$ cat src/hdl/cfr_readout_map.svh
`ifndef CFR_READOUT_MAP_SVH
`define CFR_READOUT_MAP_SVH

// ----------------------------------------------------------------------------
// frame geometry
// ----------------------------------------------------------------------------
`define CFR_COLS_TOTAL 4145
`define CFR_ROWS_TOTAL 4128
`define CFR_COL_DUMMY 11
`define CFR_COL_TEST_LEAD 4
`define CFR_COL_DARK 20
`define CFR_COL_BUFFER 1
`define CFR_COL_ACTIVE 4096
`define CFR_COL_TEST_TAIL 3
`define CFR_ROW_DARK_LEAD 20
`define CFR_ROW_BUFFER 1
`define CFR_ROW_ACTIVE 4096
`define CFR_ROW_DARK_TAIL 9

// ----------------------------------------------------------------------------
// timing
// ----------------------------------------------------------------------------
`define CFR_CLK_PERIOD_PS 4000
`define CFR_VERT_PULSE_US 20
`define CFR_VERT_PULSE_CYC ((`CFR_VERT_PULSE_US * 1000000 + `CFR_CLK_PERIOD_PS - 1) / `CFR_CLK_PERIOD_PS)
`define CFR_HCLK_PERIOD_NS 250
`define CFR_QUARTER_CYC ((`CFR_HCLK_PERIOD_NS * 1000 + 4 * `CFR_CLK_PERIOD_PS - 1) / (4 * `CFR_CLK_PERIOD_PS))

`endif

$ cat src/hdl/cfr_pkg.sv
package cfr_pkg;

  // --------------------------------------------------------------------------
  // sequencer states
  // --------------------------------------------------------------------------
  typedef enum logic [2:0] {
    CFR_IDLE  = 3'b000,
    CFR_INTEG = 3'b001,
    CFR_VXA   = 3'b010,
    CFR_VXB   = 3'b011,
    CFR_SHIFT = 3'b100,
    CFR_TAIL  = 3'b101
  } cfr_state_t;

  // --------------------------------------------------------------------------
  // pixel classes tagged on each video sample
  // --------------------------------------------------------------------------
  typedef enum logic [2:0] {
    CFR_PIX_DUMMY  = 3'b000,
    CFR_PIX_TEST   = 3'b001,
    CFR_PIX_DARK   = 3'b010,
    CFR_PIX_BUFFER = 3'b011,
    CFR_PIX_ACTIVE = 3'b100
  } cfr_pix_class_t;

  // --------------------------------------------------------------------------
  // whole sequencer state
  // --------------------------------------------------------------------------
  typedef struct packed {
    cfr_state_t st;
    logic [31:0] cnt;
    logic [15:0] col;
    logic [15:0] row;
    logic [1:0] quarter;
    logic vert_a;
    logic vert_b;
    logic horiz_a;
    logic horiz_b;
    logic clear_gate;
    logic samp_reset;
    logic samp_video;
    logic dark_ref;
    cfr_pix_class_t pix_class;
    logic [15:0] pix_col;
    logic [15:0] pix_row;
    logic frame_done;
  } cfr_seq_state_t;

endpackage

$ cat src/hdl/cfr_readout_seq.sv
// Operation
// the first 11 pixels of each line are dummies, never dark reference
// the next 4 pixels are test pixels, never dark reference
// the last three pixels of each line are test pixels, never dark reference
// 20 leading shielded pixels per line may serve as dark reference
// 20 leading and 9 trailing shielded lines may serve as dark reference
// one buffer row and column border the image and are not active
// both vertical phases stay low during integration
// line enters horizontal register on vertical b fall with horizontal a high
// horizontal phases toggle alternately and always complementary
// after each video sample the charge clear gate is pulsed
// brighter pixel means video level more negative than reset level
// all pins of one phase are driven together with identical timing
// each vertical transfer pulse lasts at least 20 microseconds
// integrate, then per line one vertical transfer and full horizontal shift
`include "cfr_readout_map.svh"

module cfr_readout_seq
  import cfr_pkg::*;
#(
  parameter int VPINS = 4,
  parameter int HPINS = 1,
  parameter int COLS = `CFR_COLS_TOTAL,
  parameter int ROWS = `CFR_ROWS_TOTAL,
  parameter int VERT_PULSE_CYC = `CFR_VERT_PULSE_CYC,
  parameter int QUARTER_CYC = `CFR_QUARTER_CYC
) (
  input wire logic sys_clk_i,
  input wire logic rst_n_i,
  input wire logic start_i,
  input wire logic [31:0] integ_len_i,
  output logic [VPINS-1:0] vert_phase_a_o,
  output logic [VPINS-1:0] vert_phase_b_o,
  output logic [HPINS-1:0] horiz_phase_a_o,
  output logic [HPINS-1:0] horiz_phase_b_o,
  output logic charge_clear_gate_o,
  output logic samp_reset_o,
  output logic samp_video_o,
  output cfr_pkg::cfr_pix_class_t pix_class_o,
  output logic dark_ref_o,
  output logic [15:0] pix_col_o,
  output logic [15:0] pix_row_o,
  output logic busy_o,
  output logic frame_done_o
);

  import cfr_pkg::*;

  // --------------------------------------------------------------------------
  // region boundaries
  // --------------------------------------------------------------------------
  localparam logic [15:0] COL_TEST_LO = 16'(`CFR_COL_DUMMY);
  localparam logic [15:0] COL_DARK_LO = 16'(`CFR_COL_DUMMY + `CFR_COL_TEST_LEAD);
  localparam logic [15:0] COL_BUF_LO = 16'(`CFR_COL_DUMMY + `CFR_COL_TEST_LEAD + `CFR_COL_DARK);
  localparam logic [15:0] COL_ACT_LO = COL_BUF_LO + 16'(`CFR_COL_BUFFER);
  localparam logic [15:0] COL_ACT_HI = COL_ACT_LO + 16'(`CFR_COL_ACTIVE);
  localparam logic [15:0] COL_TTEST_LO = 16'(COLS - `CFR_COL_TEST_TAIL);
  localparam logic [15:0] ROW_BUF_LO = 16'(`CFR_ROW_DARK_LEAD);
  localparam logic [15:0] ROW_ACT_LO = ROW_BUF_LO + 16'(`CFR_ROW_BUFFER);
  localparam logic [15:0] ROW_ACT_HI = ROW_ACT_LO + 16'(`CFR_ROW_ACTIVE);
  localparam logic [15:0] ROW_TDARK_LO = 16'(ROWS - `CFR_ROW_DARK_TAIL);
  localparam logic [15:0] COL_LAST = 16'(COLS - 1);
  localparam logic [15:0] ROW_LAST = 16'(ROWS - 1);
  localparam logic [31:0] VW_LAST = 32'(VERT_PULSE_CYC - 1);

  cfr_seq_state_t state_reg;
  cfr_seq_state_t state_next;
  logic tick;

  // --------------------------------------------------------------------------
  // quarter-pixel enable, runs only in the shift and tail states
  // --------------------------------------------------------------------------
  cfr_tick_div #(
    .DIV(QUARTER_CYC)
  ) u_quarter_div (
    .sys_clk_i(sys_clk_i),
    .rst_n_i(rst_n_i),
    .run_i(state_reg.st == CFR_SHIFT || state_reg.st == CFR_TAIL),
    .tick_o(tick)
  );

  // --------------------------------------------------------------------------
  // pixel classification at the sampled position
  // --------------------------------------------------------------------------
  function automatic cfr_pix_class_t classify(input logic [15:0] c, input logic [15:0] r);
    cfr_pix_class_t k;
    k = CFR_PIX_BUFFER;
    if (c < COL_TEST_LO) begin
      k = CFR_PIX_DUMMY;
    end else if (c < COL_DARK_LO || c >= COL_TTEST_LO) begin
      k = CFR_PIX_TEST;
    end else if (c < COL_BUF_LO || r < ROW_BUF_LO || r >= ROW_TDARK_LO) begin
      k = CFR_PIX_DARK;
    end else if (c >= COL_ACT_LO && c < COL_ACT_HI && r >= ROW_ACT_LO && r < ROW_ACT_HI) begin
      k = CFR_PIX_ACTIVE;
    end else begin
      k = CFR_PIX_BUFFER;
    end
    return k;
  endfunction

  // --------------------------------------------------------------------------
  // sequencer
  // --------------------------------------------------------------------------
  // pixel quarters: 0 clear gate high, 1 reset level sample, 2 charge onto
  // the sense node, 3 video sample; clearing leads the next pixel so it
  // always follows the previous video sample
  always_comb begin
    state_next = state_reg;
    state_next.samp_reset = 1'b0;
    state_next.samp_video = 1'b0;
    state_next.frame_done = 1'b0;
    case (state_reg.st)
      CFR_IDLE: begin
        state_next.vert_a = 1'b0;
        state_next.vert_b = 1'b0;
        state_next.horiz_a = 1'b1;
        state_next.horiz_b = 1'b0;
        state_next.clear_gate = 1'b0;
        if (start_i) begin
          state_next.st = CFR_INTEG;
          state_next.cnt = '0;
          state_next.row = '0;
        end
      end
      CFR_INTEG: begin
        // vertical phases frozen low while charge collects
        state_next.vert_a = 1'b0;
        state_next.vert_b = 1'b0;
        if (state_reg.cnt + 32'h0000_0001 >= integ_len_i) begin
          state_next.st = CFR_VXA;
          // phase a rises with the state change so it stands the full count
          state_next.vert_a = 1'b1;
          state_next.cnt = '0;
        end else begin
          state_next.cnt = state_reg.cnt + 32'h0000_0001;
        end
      end
      CFR_VXA: begin
        state_next.vert_a = 1'b1;
        if (state_reg.cnt == VW_LAST) begin
          state_next.st = CFR_VXB;
          state_next.cnt = '0;
          state_next.vert_a = 1'b0;
          state_next.vert_b = 1'b1;
          state_next.horiz_a = 1'b1;
          state_next.horiz_b = 1'b0;
        end else begin
          state_next.cnt = state_reg.cnt + 32'h0000_0001;
        end
      end
      CFR_VXB: begin
        if (state_reg.cnt == VW_LAST) begin
          // falling edge of vertical b with horizontal a still high
          state_next.vert_b = 1'b0;
          state_next.st = CFR_SHIFT;
          state_next.cnt = '0;
          state_next.col = '0;
          state_next.quarter = 2'b00;
        end else begin
          state_next.cnt = state_reg.cnt + 32'h0000_0001;
        end
      end
      CFR_SHIFT: begin
        if (tick) begin
          state_next.quarter = state_reg.quarter + 2'b01;
          case (state_reg.quarter)
            2'b00: begin
              state_next.clear_gate = 1'b1;
              state_next.horiz_a = 1'b1;
              state_next.horiz_b = 1'b0;
            end
            2'b01: begin
              state_next.clear_gate = 1'b0;
              state_next.samp_reset = 1'b1;
            end
            2'b10: begin
              state_next.horiz_a = 1'b0;
              state_next.horiz_b = 1'b1;
            end
            default: begin
              // tag travels with the strobe so the sampler never mislabels
              state_next.samp_video = 1'b1;
              state_next.pix_class = classify(state_reg.col, state_reg.row);
              state_next.dark_ref = (classify(state_reg.col, state_reg.row) == CFR_PIX_DARK);
              state_next.pix_col = state_reg.col;
              state_next.pix_row = state_reg.row;
              if (state_reg.col != COL_LAST) begin
                state_next.col = state_reg.col + 16'h0001;
              end else if (state_reg.row != ROW_LAST) begin
                state_next.row = state_reg.row + 16'h0001;
                state_next.st = CFR_VXA;
                state_next.vert_a = 1'b1;
                state_next.cnt = '0;
              end else begin
                state_next.st = CFR_TAIL;
              end
            end
          endcase
        end
      end
      CFR_TAIL: begin
        // last pixel still needs its clear pulse before going idle
        if (tick) begin
          state_next.quarter = state_reg.quarter + 2'b01;
          if (state_reg.quarter == 2'b00) begin
            state_next.clear_gate = 1'b1;
            state_next.horiz_a = 1'b1;
            state_next.horiz_b = 1'b0;
          end else begin
            state_next.clear_gate = 1'b0;
            state_next.st = CFR_IDLE;
            state_next.frame_done = 1'b1;
          end
        end
      end
      default: begin
        state_next.st = CFR_IDLE;
      end
    endcase
  end

  always_ff @(posedge sys_clk_i or negedge rst_n_i) begin
    if (!rst_n_i) begin
      state_reg <= '0;
      state_reg.horiz_a <= 1'b1;
    end else begin
      state_reg <= state_next;
    end
  end

  // --------------------------------------------------------------------------
  // pin fan-out
  // --------------------------------------------------------------------------
  // each pin of a phase copies the same flop, so no skew is added here
  generate
    for (genvar i = 0; i < VPINS; i++) begin : g_vpin
      assign vert_phase_a_o[i] = state_reg.vert_a;
      assign vert_phase_b_o[i] = state_reg.vert_b;
    end
    for (genvar j = 0; j < HPINS; j++) begin : g_hpin
      assign horiz_phase_a_o[j] = state_reg.horiz_a;
      assign horiz_phase_b_o[j] = state_reg.horiz_b;
    end
  endgenerate

  assign charge_clear_gate_o = state_reg.clear_gate;
  assign samp_reset_o = state_reg.samp_reset;
  assign samp_video_o = state_reg.samp_video;
  assign pix_class_o = state_reg.pix_class;
  assign dark_ref_o = state_reg.dark_ref;
  assign pix_col_o = state_reg.pix_col;
  assign pix_row_o = state_reg.pix_row;
  assign busy_o = (state_reg.st != CFR_IDLE);
  assign frame_done_o = state_reg.frame_done;

endmodule // cfr_readout_seq

$ cat src/hdl/cfr_tick_div.sv
`include "cfr_readout_map.svh"

// one-cycle enable pulse every DIV clocks while run_i is high
module cfr_tick_div #(
  parameter int DIV = `CFR_QUARTER_CYC
) (
  input wire logic sys_clk_i,
  input wire logic rst_n_i,
  input wire logic run_i,
  output logic tick_o
);

  typedef struct packed {
    logic [15:0] cnt;
    logic tick;
  } cfr_div_state_t;

  cfr_div_state_t state_reg;
  cfr_div_state_t state_next;

  // --------------------------------------------------------------------------
  // divider
  // --------------------------------------------------------------------------
  // counter restarts when stopped so every run begins with a full period
  always_comb begin
    state_next = state_reg;
    state_next.tick = 1'b0;
    if (!run_i) begin
      state_next.cnt = '0;
    end else if (state_reg.cnt == 16'(DIV - 1)) begin
      state_next.cnt = '0;
      state_next.tick = 1'b1;
    end else begin
      state_next.cnt = state_reg.cnt + 16'h0001;
    end
  end

  always_ff @(posedge sys_clk_i or negedge rst_n_i) begin
    if (!rst_n_i) begin
      state_reg <= '0;
    end else begin
      state_reg <= state_next;
    end
  end

  assign tick_o = state_reg.tick;

endmodule // cfr_tick_div

$ cat config.mk
export PLATFORM = sky130hd
export DESIGN_NAME = cfr_readout_seq
export DESIGN_NICKNAME = d
export VERILOG_FILES = /design/src/hdl/cfr_pkg.sv /design/src/hdl/cfr_readout_seq.sv /design/src/hdl/cfr_tick_div.sv
export VERILOG_INCLUDE_DIRS = /design/src /design/src/hdl
export SDC_FILE = /design/constraint.sdc
export NUM_CORES = 1
export LEC_CHECK = 0
export BUFFER_PORTS_ARGS = -buffer_cell sky130_fd_sc_hd__buf_2
export CORE_MARGIN = 5
export CORE_UTILIZATION = 45
export DETAILED_ROUTE_END_ITERATION = 7
export RECOVER_POWER = 25
export REMOVE_ABC_BUFFERS = 1
export SLEW_MARGIN = 20
export SYNTH_ARGS = -nofsm -noshare
export SYNTH_HDL_FRONTEND = slang
export SYNTH_SLANG_ARGS = --single-unit
$ cat constraint.sdc
create_clock -name sys_clk_i -period 5 [get_ports sys_clk_i]
set_clock_uncertainty 0.15 [all_clocks]
set_input_delay 1 -clock sys_clk_i [delete_from_list [all_inputs] [get_ports sys_clk_i]]
set_output_delay 1 -clock sys_clk_i [all_outputs]
set_load 0.01 [all_outputs]
Word-level counts from Yosys, hierarchy flattened
Cells that the tools add are included.

Register bits: 130. Bits of input ports: 35. Output and inout bits: 51. Logic and storage cells: 151.

$add $sub $neg: 5. Magnitude comparators: 11. Equality and inequality tests: 26. Muxes and demuxes: 58. Bitwise operators: 1. Reduce and logical (&&, ||, !) cells: 31.

Operators with widths (count): 32-bit case mux with 4 select lines (1); 16-bit 2-to-1 mux (7); 32-bit 2-to-1 mux (3); 35-bit 2-to-1 mux (2); 70-bit 2-to-1 mux (1); 67-bit 2-to-1 mux (1); 16-bit case mux with 2 select lines (2); 16-bit by 1-bit adder with 16-bit output, second input constant (3); 3-bit 2-to-1 mux (14); 41-bit 2-to-1 mux (1); 38-bit 2-to-1 mux (1); 37-bit 2-to-1 mux (1); 32-bit by 1-bit adder with 32-bit output, second input constant (1); 32-bit by 13-bit equality test with 1-bit output, second input constant (1); 16-bit by 13-bit >= comparator with 1-bit output, second input constant (2); 32-bit >= comparator (1); 16-bit by 13-bit < comparator with 1-bit output, second input constant (2); 16-bit by 4-bit < comparator with 1-bit output, second input constant (2); 16-bit by 13-bit != test with 1-bit output, second input constant (2); 3-bit case mux with 6 select lines (1); 6-bit AND reduction (3); 16-bit by 4-bit equality test with 1-bit output, second input constant (1); 16-bit by 5-bit >= comparator with 1-bit output, second input constant (1); 16-bit by 6-bit >= comparator with 1-bit output, second input constant (1); other kinds (34) (77).

Logic depth before layout (Yosys ltp)
Gate-level depths: netlist of run 1.

Depth in word-level cells: 15. Depth in mapped cells: 17. Depth with buffers taken out: 15.

Hierarchy
From an unflattened synthesis of run 1, not the netlist that was laid out.

Cell total of the unflattened synthesis: 981. Area total of the unflattened synthesis: 8304.2 sq um.

By module, submodules not included: cfr_readout_seq (instances 1, cells an instance 899, area each 7399.6 sq um, seq. area each 2829.0 sq um); cfr_tick_div (instances 1, cells an instance 82, area each 904.6 sq um, seq. area each 425.4 sq um).

Least setup slack after synthesis of run 1
OpenSTA, ideal clock, no wires.

Path type: register -> register. Start point: register state_reg[81] in the netlist's numbering. End point: register state_reg[108] in the netlist's numbering. Library setup time: 87 ps. Data arrival time: 3662 ps. Data required time: 4763 ps. Slack: 1101 ps. Stages on the path, launching flop included: 16. Path buffers: 1. Clock period less this slack: 3899 ps. Cells stage by stage: dfrtp_1 and4_1 nand4_1 nor4_1 nand3_1 xor2_1 inv_1 ha_1 a21oi_1 o21ai_0 a2111oi_0 nand3_1 o22a_1 buf_2 or3_1 o211ai_1.

Longest elaborated chain between the ends: 4. Elaborated cells on any way between the ends: 6. Classes of those cells: add/sub: 1; order compare: 1; eq/ne: 1; mux: 3.

Ends and longest elaborated chain: start: declaration (line cfr_readout_seq.sv:66) `cfr_seq_state_t state_reg;`; start signal: assignment (line cfr_readout_seq.sv:228) `state_reg <= state_next;`; 32-bit by 1-bit adder with 32-bit output; 32-bit >= comparator (line cfr_readout_seq.sv:130) `if (state_reg.cnt + 32'h0000_0001 >= integ_len_i) begin`; 32-bit 2-to-1 mux (line cfr_readout_seq.sv:130); 32-bit case mux with 4 select lines * (line cfr_readout_seq.sv:113) `case (state_reg.st)`.

Every way passes the cells marked *; elsewhere a longest branch is shown, timed or not. A chain may end at the register's enable or synchronous reset.

Worst setup path in the final report of run 1
Same ends and word-level chain as after synthesis.

==> results.yml, run 1 <==
timing:
  fin_crit_sh_pct: 88.0
  slew_viol_final: 67
  fmax_mhz: 227
  worstMarginPinSlew_ns: 1.70
  fin_ws_ns: 0.602
  whs_ns: 0.303
  fin_crit_ns: 4.40
  timing.slew.headroom_pct: -13.6
  hold_violations: 0
  rsz0062_at_grt: "false"
  finalSetupViolCount: 0
  fin_setup_tns_ns: 0
placed_design:
  io_buffers: 85
  dp_slack_ns: 0.646
  globalplace.congestion: 0.869
  dp_hpwl_um: 12900
run_status:
  status: "complete, but fails checks"
  violations: "max-capacitance violations, max-slew violations"
yosys:
  syn_area_mm2: 0.00800
  synthSimpleGateAreaFrac_pct: 23.5
  synth_top_area_cell: "dfrtp_1"
  synth_top_area_share_pct: 40.3
  ys_async_sr_fraction_pct: 100
  synth_mux_area_share_pct: 0.266
  synth-seq-cells: 130
  yosys-top-cells-area: "dfrtp_1 40%, nand2_1 8.3%, ha_1 6.9%"
  synth.distinct_cells: 61
  synthMostInstantiatedCell: "nand2_1"
  synth_adder_area_share_pct: 6.88
  synth_common_cells: "178 x nand2_1, 129 x dfrtp_1, 75 x inv_1"
  yosys_warnings: 0
  synth-main-ff-cell: "dfrtp_1"
  synth_top_family_by_area: "simple AND/OR/NAND/NOR gates"
  syn_inst: 952
  synth_xor_xnor_area_share_pct: 5.80
  synth.avg_cell_area_um2: 8.41
  yosysSeqAreaShare_pct: 40.7
  synth_compound_area_share_pct: 13.0
  synth_edf_count: 0
setup_path:
  cp.required_ns: 5.18
  worstSetupPathType: "reg -> reg"
  crit_fanout: 38
  arrival_ns: 4.57
  end_kind: "register"
  cp-start-kind: "register"
clocking:
  root_buffer: "clkbuf_16"
  ctsHoldBuffers: 0
  htreeDepth: 4
  cts_tree: "yes"
  cts_sinks: 130
  post-cts-setup-buffers: 0
  numCtsBuffers: 17
  clk_pin_slew_ns: 0.06
  cts_resized: 0
  cts.path.max_buffers: 2
  clk-insertion-delay-late_ns: 0.42
floorplan:
  die_area_mm2: 0.0206
  coreArea_mm2: 0.0174
  fp-row-count: 48
  ioPinCount: 86
  die-height_um: 143
  fp.dieW_um: 143
  start_util_pct: 46.1
global_routing:
  overflow: 0
  grt_pass1_vias: 6261
  grt_max_degree: 67
  grt_usage_pct: 18.3
  grt_pass1_wl_um: 30500
  antenna_found_initial: 0
power:
  pwr-share-seq_pct: 43.5
  p_comb_share_pct: 15.7
  clkPwrFrac_pct: 40.8
  p_switching_uw: 815
  p_per_area_mw_per_mm2: 307
  ir_worst_vdd_mv: 0.262
  leakage_uw: 0.00444
  p_int_uw: 1880
  sw_frac_of_total_pct: 30.2
  total_power_uw: 2700
cells_and_area:
  nNetsFinal: 1056
  fin_util_pct: 50.6
  syn2layout_area_growth_pct: 9.75
  antenna_cells: 0
  drive_gt1_share_pct: 13.8
  largest_reg_flops: 69
route:
  antenna_left: 0
  wl_per_cell_um: 14.7
  routed-via-count: 6417
  drt_iter0_markers: 340
  drt-vias-per-instance: 5.29
  wl_um: 17900
  drt-pass1-iter-count: 5
  post-route-drc-count: 0
run:
  cap_violations: 1
worst_hold_path:
  min_path_type: "reg -> reg"
worst max-delay path: stages, from the launching register on:
cell	delay [ns]
dfrtp_1	0.46
and4_1	0.30
nand4_1	0.29
nor3_1	0.56
nand3_1	0.17
or2_2	0.32
nand2_1	0.08
ha_1	0.23
nand4_1	0.18
nor2_1	0.08
a2111oi_0	0.49
nand3_1	0.13
o22a_1	0.25
buf_12	0.18
or3_1	0.31
o211ai_1	0.11
cells in the final DEF (no fill, tap or decap), drive strengths merged, types with 22 or more instances in the layout:
cell,count
nand2,178
dfrtp,129
buf,90
inv,78
o21ai,77
nor2,58
ha,44
nand3,35
a21oi,29
xor2,27
xnor2,26
nand4,22
nor3,22
cells by family after synthesis:
group	count (synthesis)
AOI/OAI and AO/OA	165
xor gates and xnor gates	53
adders and majority gates	44
buffers and inverters	161
DFF	130
muxes	2
and+or+nand+nor	397
area by class of cell:
class,instances,area (µm²)
Clock buffer,18,429
Clock inverter,13,87.6
Fill cell,1693,8570
Inverter,76,285
Multi-Input combinational cell,661,3960
Sequential cell,130,3250
Tap cell,225,282
Timing Repair Buffer,91,483
worst paths after layout:
path / from / slack, ns / to / cells after the start
hold / removal: u_quarter_div.state_reg[1] / 0.30 / u_quarter_div.state_reg[1] / 1
min in group asynchronous: rst_n_i / 0.88 / pix_row_o[14] / 1
setup / recovery: state_reg[81] / 0.60 / state_reg[108] / 15
max in group asynchronous: rst_n_i / 2.56 / state_reg[74] / 2
setup reg to reg: state_reg[81] / 0.60 / state_reg[108] / 15
hold reg to reg: u_quarter_div.state_reg[1] / 0.30 / u_quarter_div.state_reg[1] / 1
metrics by stage:
step	cells	area, µm²
6_report	1214	8780
5_1_grt	1214	8780
4_1_cts	1214	8780
3_5_place_dp	1183	8270
3_3_place_gp	1183	8270
2_1_floorplan	867	7500
power by group through the flow:
stage | clock network (µW) | logic [µW] | registers, µW
floorplan | 0 | 261 | 1170
global placement | 0 | 427 | 1190
detailed placement | 0 | 429 | 1190
CTS | 1130 | 432 | 1170
global route | 1190 | 489 | 1180
finish | 1100 | 424 | 1170
metal layers:
layer | GRT usage, % | vias up | share of wire (%)
met5 | 0 | - | 0
met3 | 3.69 | 12 | 3.3
li1 | - | 3255 | -
met4 | 4.11 | 0 | 0.98
met1 | 25.5 | 3045 | 49
met2 | 29.6 | 105 | 47
No activity file was read; power rests on OpenSTA's default activity.
==> run 2, diff against run 1 <==
- CORE_UTILIZATION: 45 -> 40
==> results.yml, run 2 (synthesis results as in run 1) <==
run_status:
  status: "complete, but fails checks"
  violations: "max-capacitance violations, max-slew violations"
timing:
  fin_crit_ns: 4.38
  finalSetupViolCount: 0
  rsz0062_at_grt: "false"
  timing.slew.headroom_pct: -10.2
  fin_crit_sh_pct: 87.7
  worstMarginPinSlew_ns: 1.65
  hold_violations: 0
  fin_setup_tns_ns: 0
  fin_ws_ns: 0.617
  fmax_mhz: 228
  slew_viol_final: 67
placed_design:
  dp_slack_ns: 0.693
  dp_hpwl_um: 13100
  globalplace.congestion: 0.826
  io_buffers: 85
setup_path:
  slowest_delay_ns: 0.53
  arrival_ns: 4.57
  cp-start-kind: "register"
  critical-path-slowest-cell: "a2111oi_0"
  crit_chain: "and4_1 > nand4_1 > nor3_1 > nand3_1 > or2_2 > nand2_1 > ha_1 > nand4_1 > nor2_1 > a2111oi_0 > nand3_1 > o22a_1 > buf_12 > or3_1 > o211ai_1"
  cp.required_ns: 5.18
  crit_fanout: 38
  worstSetupPathType: "reg -> reg"
  end_kind: "register"
  r2r.worst_path.cells: 15
floorplan:
  ioPinCount: 86
  die-height_um: 151
  fp.dieW_um: 151
  start_util_pct: 40.9
  die_area_mm2: 0.0229
  coreArea_mm2: 0.0196
  fp-row-count: 51
clocking:
  htreeDepth: 4
  clk-insertion-delay-late_ns: 0.42
  cts_tree: "yes"
  cts.path.max_buffers: 2
  ctsHoldBuffers: 0
  root_buffer: "clkbuf_16"
  clk_pin_slew_ns: 0.06
  post-cts-setup-buffers: 0
  cts_sinks: 130
  numCtsBuffers: 17
  cts_resized: 0
worst_hold_path:
  hold_depth: 1
  min_path_type: "reg -> reg"
power:
  leakage_uw: 0.00449
  ir_worst_vdd_mv: 0.257
  p_per_area_mw_per_mm2: 325
cells_and_area:
  final_common_cell: "nand2_1"
  drive_gt1_share_pct: 13.8
  final_cell_mix: "177 x nand2_1, 129 x dfrtp_1, 84 x buf_2"
  largest_reg_flops: 69
  antenna_cells: 0
  nNetsFinal: 1055
  syn2layout_area_growth_pct: 11.7
route:
  drt_iter0_markers: 376
  antenna_left: 0
  post-route-drc-count: 0
  drt-vias-per-instance: 5.12
  wl_um: 18000
  wl_per_cell_um: 14.4
  drt-pass1-iter-count: 5
  routed-via-count: 6421
run:
  cap_violations: 1
global_routing:
  overflow: 0
  grt_pass1_wl_um: 30400
  grt_pass1_vias: 6156
  antenna_found_initial: 0
  grt_max_degree: 67
  grt_usage_pct: 16.4
## run 2: worst max-delay path: cells and delay by family, from the launching register on
kind / cells / cell delay, ns
buffers and inverters: 1 / 0.18
DFF: 1 / 0.46
and+or+nand+nor: 10 / 2.40
AOI/OAI and AO/OA: 3 / 0.88
adders and majority gates: 1 / 0.23
## run 2: cell type report
cell class | instances | area [µm²]
flip-flops and latches | 130 | 3250
multi-input cells | 661 | 3970
well taps | 265 | 332
clock inverters | 12 | 181
fillers | 1933 | 10700
inverters | 76 | 285
repair buffers | 90 | 475
clock buffers | 19 | 443
## run 2: worst paths after layout
path | startpoint | slack (ns) | endpoint
max reg2reg | state_reg[80] | 0.62 | state_reg[107]
max | state_reg[80] | 0.62 | state_reg[107]
min reg2reg | u_quarter_div.state_reg[1] | 0.31 | u_quarter_div.state_reg[1]
min | u_quarter_div.state_reg[1] | 0.31 | u_quarter_div.state_reg[1]
min in group asynchronous | rst_n_i | 0.86 | pix_row_o[11]
max in group asynchronous | rst_n_i | 2.58 | horiz_phase_a_o
## run 2: per-stage QoR
stage / hold slack (ns) / cell area [µm²] / total power [µW] / utilization (%) / std cells
after global placement: 0.303 / 8310 / 1610 / 42.4 / 1222
after global routing: 0.338 / 8940 / 3060 / 45.6 / 1253
after CTS: 0.316 / 8930 / 2950 / 45.6 / 1253
after floorplan: 0.275 / 7500 / 1440 / - / 867
final: 0.311 / 8940 / 2910 / 45.6 / 1253
after detailed placement: 0.308 / 8310 / 1610 / 42.4 / 1222
## run 2: report_power, final
part / leakage (µW) / total [µW] / switching (µW) / internal, µW
Combinational: 0.00239 / 421 / 261 / 160
Sequential: 0.00179 / 1170 / 79.5 / 1090
Clock: 0.000304 / 1310 / 467 / 848
Total: 0.00449 / 2910 / 807 / 2100
## run 2: metal layers
layer  up-vias  global-route usage, %  wire [µm]
met4         0                   4.62        220
met3        17                   2.97        788
met2       139                   26.3       8270
met1      3004                   22.9       8730
li1       3261                      -          -
met5         -                      0          0
==> run 3, diff against run 2 <==
- clock period: 5 -> 4.9 ns (I/O delays scaled with it)
==> results.yml, run 3 (synthesis results as in run 1) <==
route:
  wl_per_cell_um: 14.6
  drt-vias-per-instance: 5.19
  drt-pass1-iter-count: 5
  antenna_left: 0
  drt_iter0_markers: 419
  routed-via-count: 6503
  post-route-drc-count: 0
  wl_um: 18300
clocking:
  cts.path.max_buffers: 2
  htreeDepth: 4
  clk-insertion-delay-late_ns: 0.43
  cts_tree: "yes"
  cts_sinks: 130
  post-cts-setup-buffers: 0
  clk_pin_slew_ns: 0.06
  numCtsBuffers: 17
  root_buffer: "clkbuf_16"
  cts_resized: 0
  ctsHoldBuffers: 0
timing:
  fin_crit_ns: 4.45
  fin_setup_tns_ns: 0
  fmax_mhz: 225
  finalSetupViolCount: 0
  hold_violations: 0
  worstMarginPinSlew_ns: 2.81
  slew_viol_final: 55
  timing.slew.headroom_pct: -87.2
  fin_crit_sh_pct: 90.7
  rsz0062_at_grt: "false"
placed_design:
  io_buffers: 85
  dp_hpwl_um: 13000
  globalplace.congestion: 0.819
cells_and_area:
  seq_area_mm2: 0.00325
  nNetsFinal: 1056
  final_common_cell: "nand2_1"
  final_cell_mix: "178 x nand2_1, 129 x dfrtp_1, 84 x buf_2"
  multiInputGateArea_mm2: 0.00396
  fillCellCount: 1970
  syn2layout_area_growth_pct: 11.9
  largest_reg_flops: 69
  antenna_cells: 0
  drive_gt1_share_pct: 13.8
global_routing:
  grt_pass1_vias: 6261
  grt_pass1_wl_um: 30800
  overflow: 0
  grt_max_degree: 78
  grt_usage_pct: 16.8
  antenna_found_initial: 0
power:
  total_power_uw: 3030
  p_per_area_mw_per_mm2: 338
  leakage_uw: 0.00450
  ir_worst_vdd_mv: 0.259
floorplan:
  die_area_mm2: 0.0229
  ioPinCount: 86
  start_util_pct: 40.9
  fp-row-count: 51
  coreArea_mm2: 0.0196
  fp.dieW_um: 151
  die-height_um: 151
run:
  cap_violations: 1
setup_path:
  worstSetupPathType: "reg -> reg"
  arrival_ns: 4.63
  crit_fanout: 38
  cp.required_ns: 5.08
  end_kind: "register"
  cp-start-kind: "register"
worst_hold_path:
  min_path_type: "reg -> reg"
run_status:
  status: "complete, but fails checks"
  violations: "max-capacitance violations, max-slew violations"
## run 3: cell count changes in the layout (fill, tap and decap cells not counted)
cell | previous run | this run
clkbuf_8 | 1 | 3
nand2_1 | 177 | 178
nand2_2 | 1 | 0
clkbuf_2 | 1 | 0
clkinv_2 | 2 | 1
clkbuf_4 | 0 | 1
## run 3: report_power, final
| group | switching, µW | internal [µW] | leakage [µW] |
|---|---|---|---|
| Combinational | 272 | 165 | 0.00239 |
| Sequential | 83.8 | 1120 | 0.00179 |
| Clock | 500 | 894 | 0.000313 |
## run 3: per-layer routing
metal / up-vias / routed length (µm) / track usage [%]
met4: 0 / 250 / 4.85
met3: 22 / 825 / 3.36
met1: 3075 / 8810 / 23.3
met2: 151 / 8450 / 26.6
met5: - / 0 / 0
li1: 3255 / - / -
## run 3: path summary, 6_finish.rpt
path / cells after the start / endpoint / from / slack (ns)
max: 15 / state_reg[108] / state_reg[80] / 0.45
min: 1 / u_quarter_div.state_reg[1] / u_quarter_div.state_reg[1] / 0.30
max reg2reg: 15 / state_reg[108] / state_reg[80] / 0.45
min reg2reg: 1 / u_quarter_div.state_reg[1] / u_quarter_div.state_reg[1] / 0.30
max in group asynchronous: 2 / state_reg[85] / rst_n_i / 0.89
min in group asynchronous: 1 / pix_row_o[11] / rst_n_i / 1.30
## run 3: layout make-up
class / count / area share, %
repair buffers: 91 / 5.38
multi-input cells: 661 / 44.2
inverters: 76 / 3.18
flip-flops and latches: 130 / 36.3
clock inverters: 11 / 1.97
well taps: 265 / 3.70
clock buffers: 20 / 5.21
## run 3: metrics by stage
| step | hold WS (ns) | instance area, µm² | utilization (%) | worst slack [ns] | cells |
|---|---|---|---|---|---|
| final | 0.304 | 8960 | 45.7 | 0.454 | 1254 |
| after global routing | 0.336 | 8960 | 45.7 | 0.0696 | 1254 |
| after CTS | 0.310 | 8970 | 45.8 | 0.539 | 1254 |
| after detailed placement | 0.303 | 8330 | 42.5 | 0.610 | 1223 |
| after global placement | 0.294 | 8330 | 42.5 | 0.680 | 1223 |
| after floorplan | 0.275 | 7500 | - | 0.808 | 867 |
## run 3: worst max-delay path, stage by stage (launching register included)
cell	delay [ns]
dfrtp_1	0.45
and4_1	0.30
nand4_1	0.29
nor3_1	0.55
nand3_1	0.16
or2_2	0.31
nand2_1	0.07
ha_1	0.23
nand4_1	0.21
nor2_1	0.07
a2111oi_0	0.51
nand3_1	0.16
o22a_1	0.26
buf_12	0.18
or3_1	0.33
o211ai_1	0.11
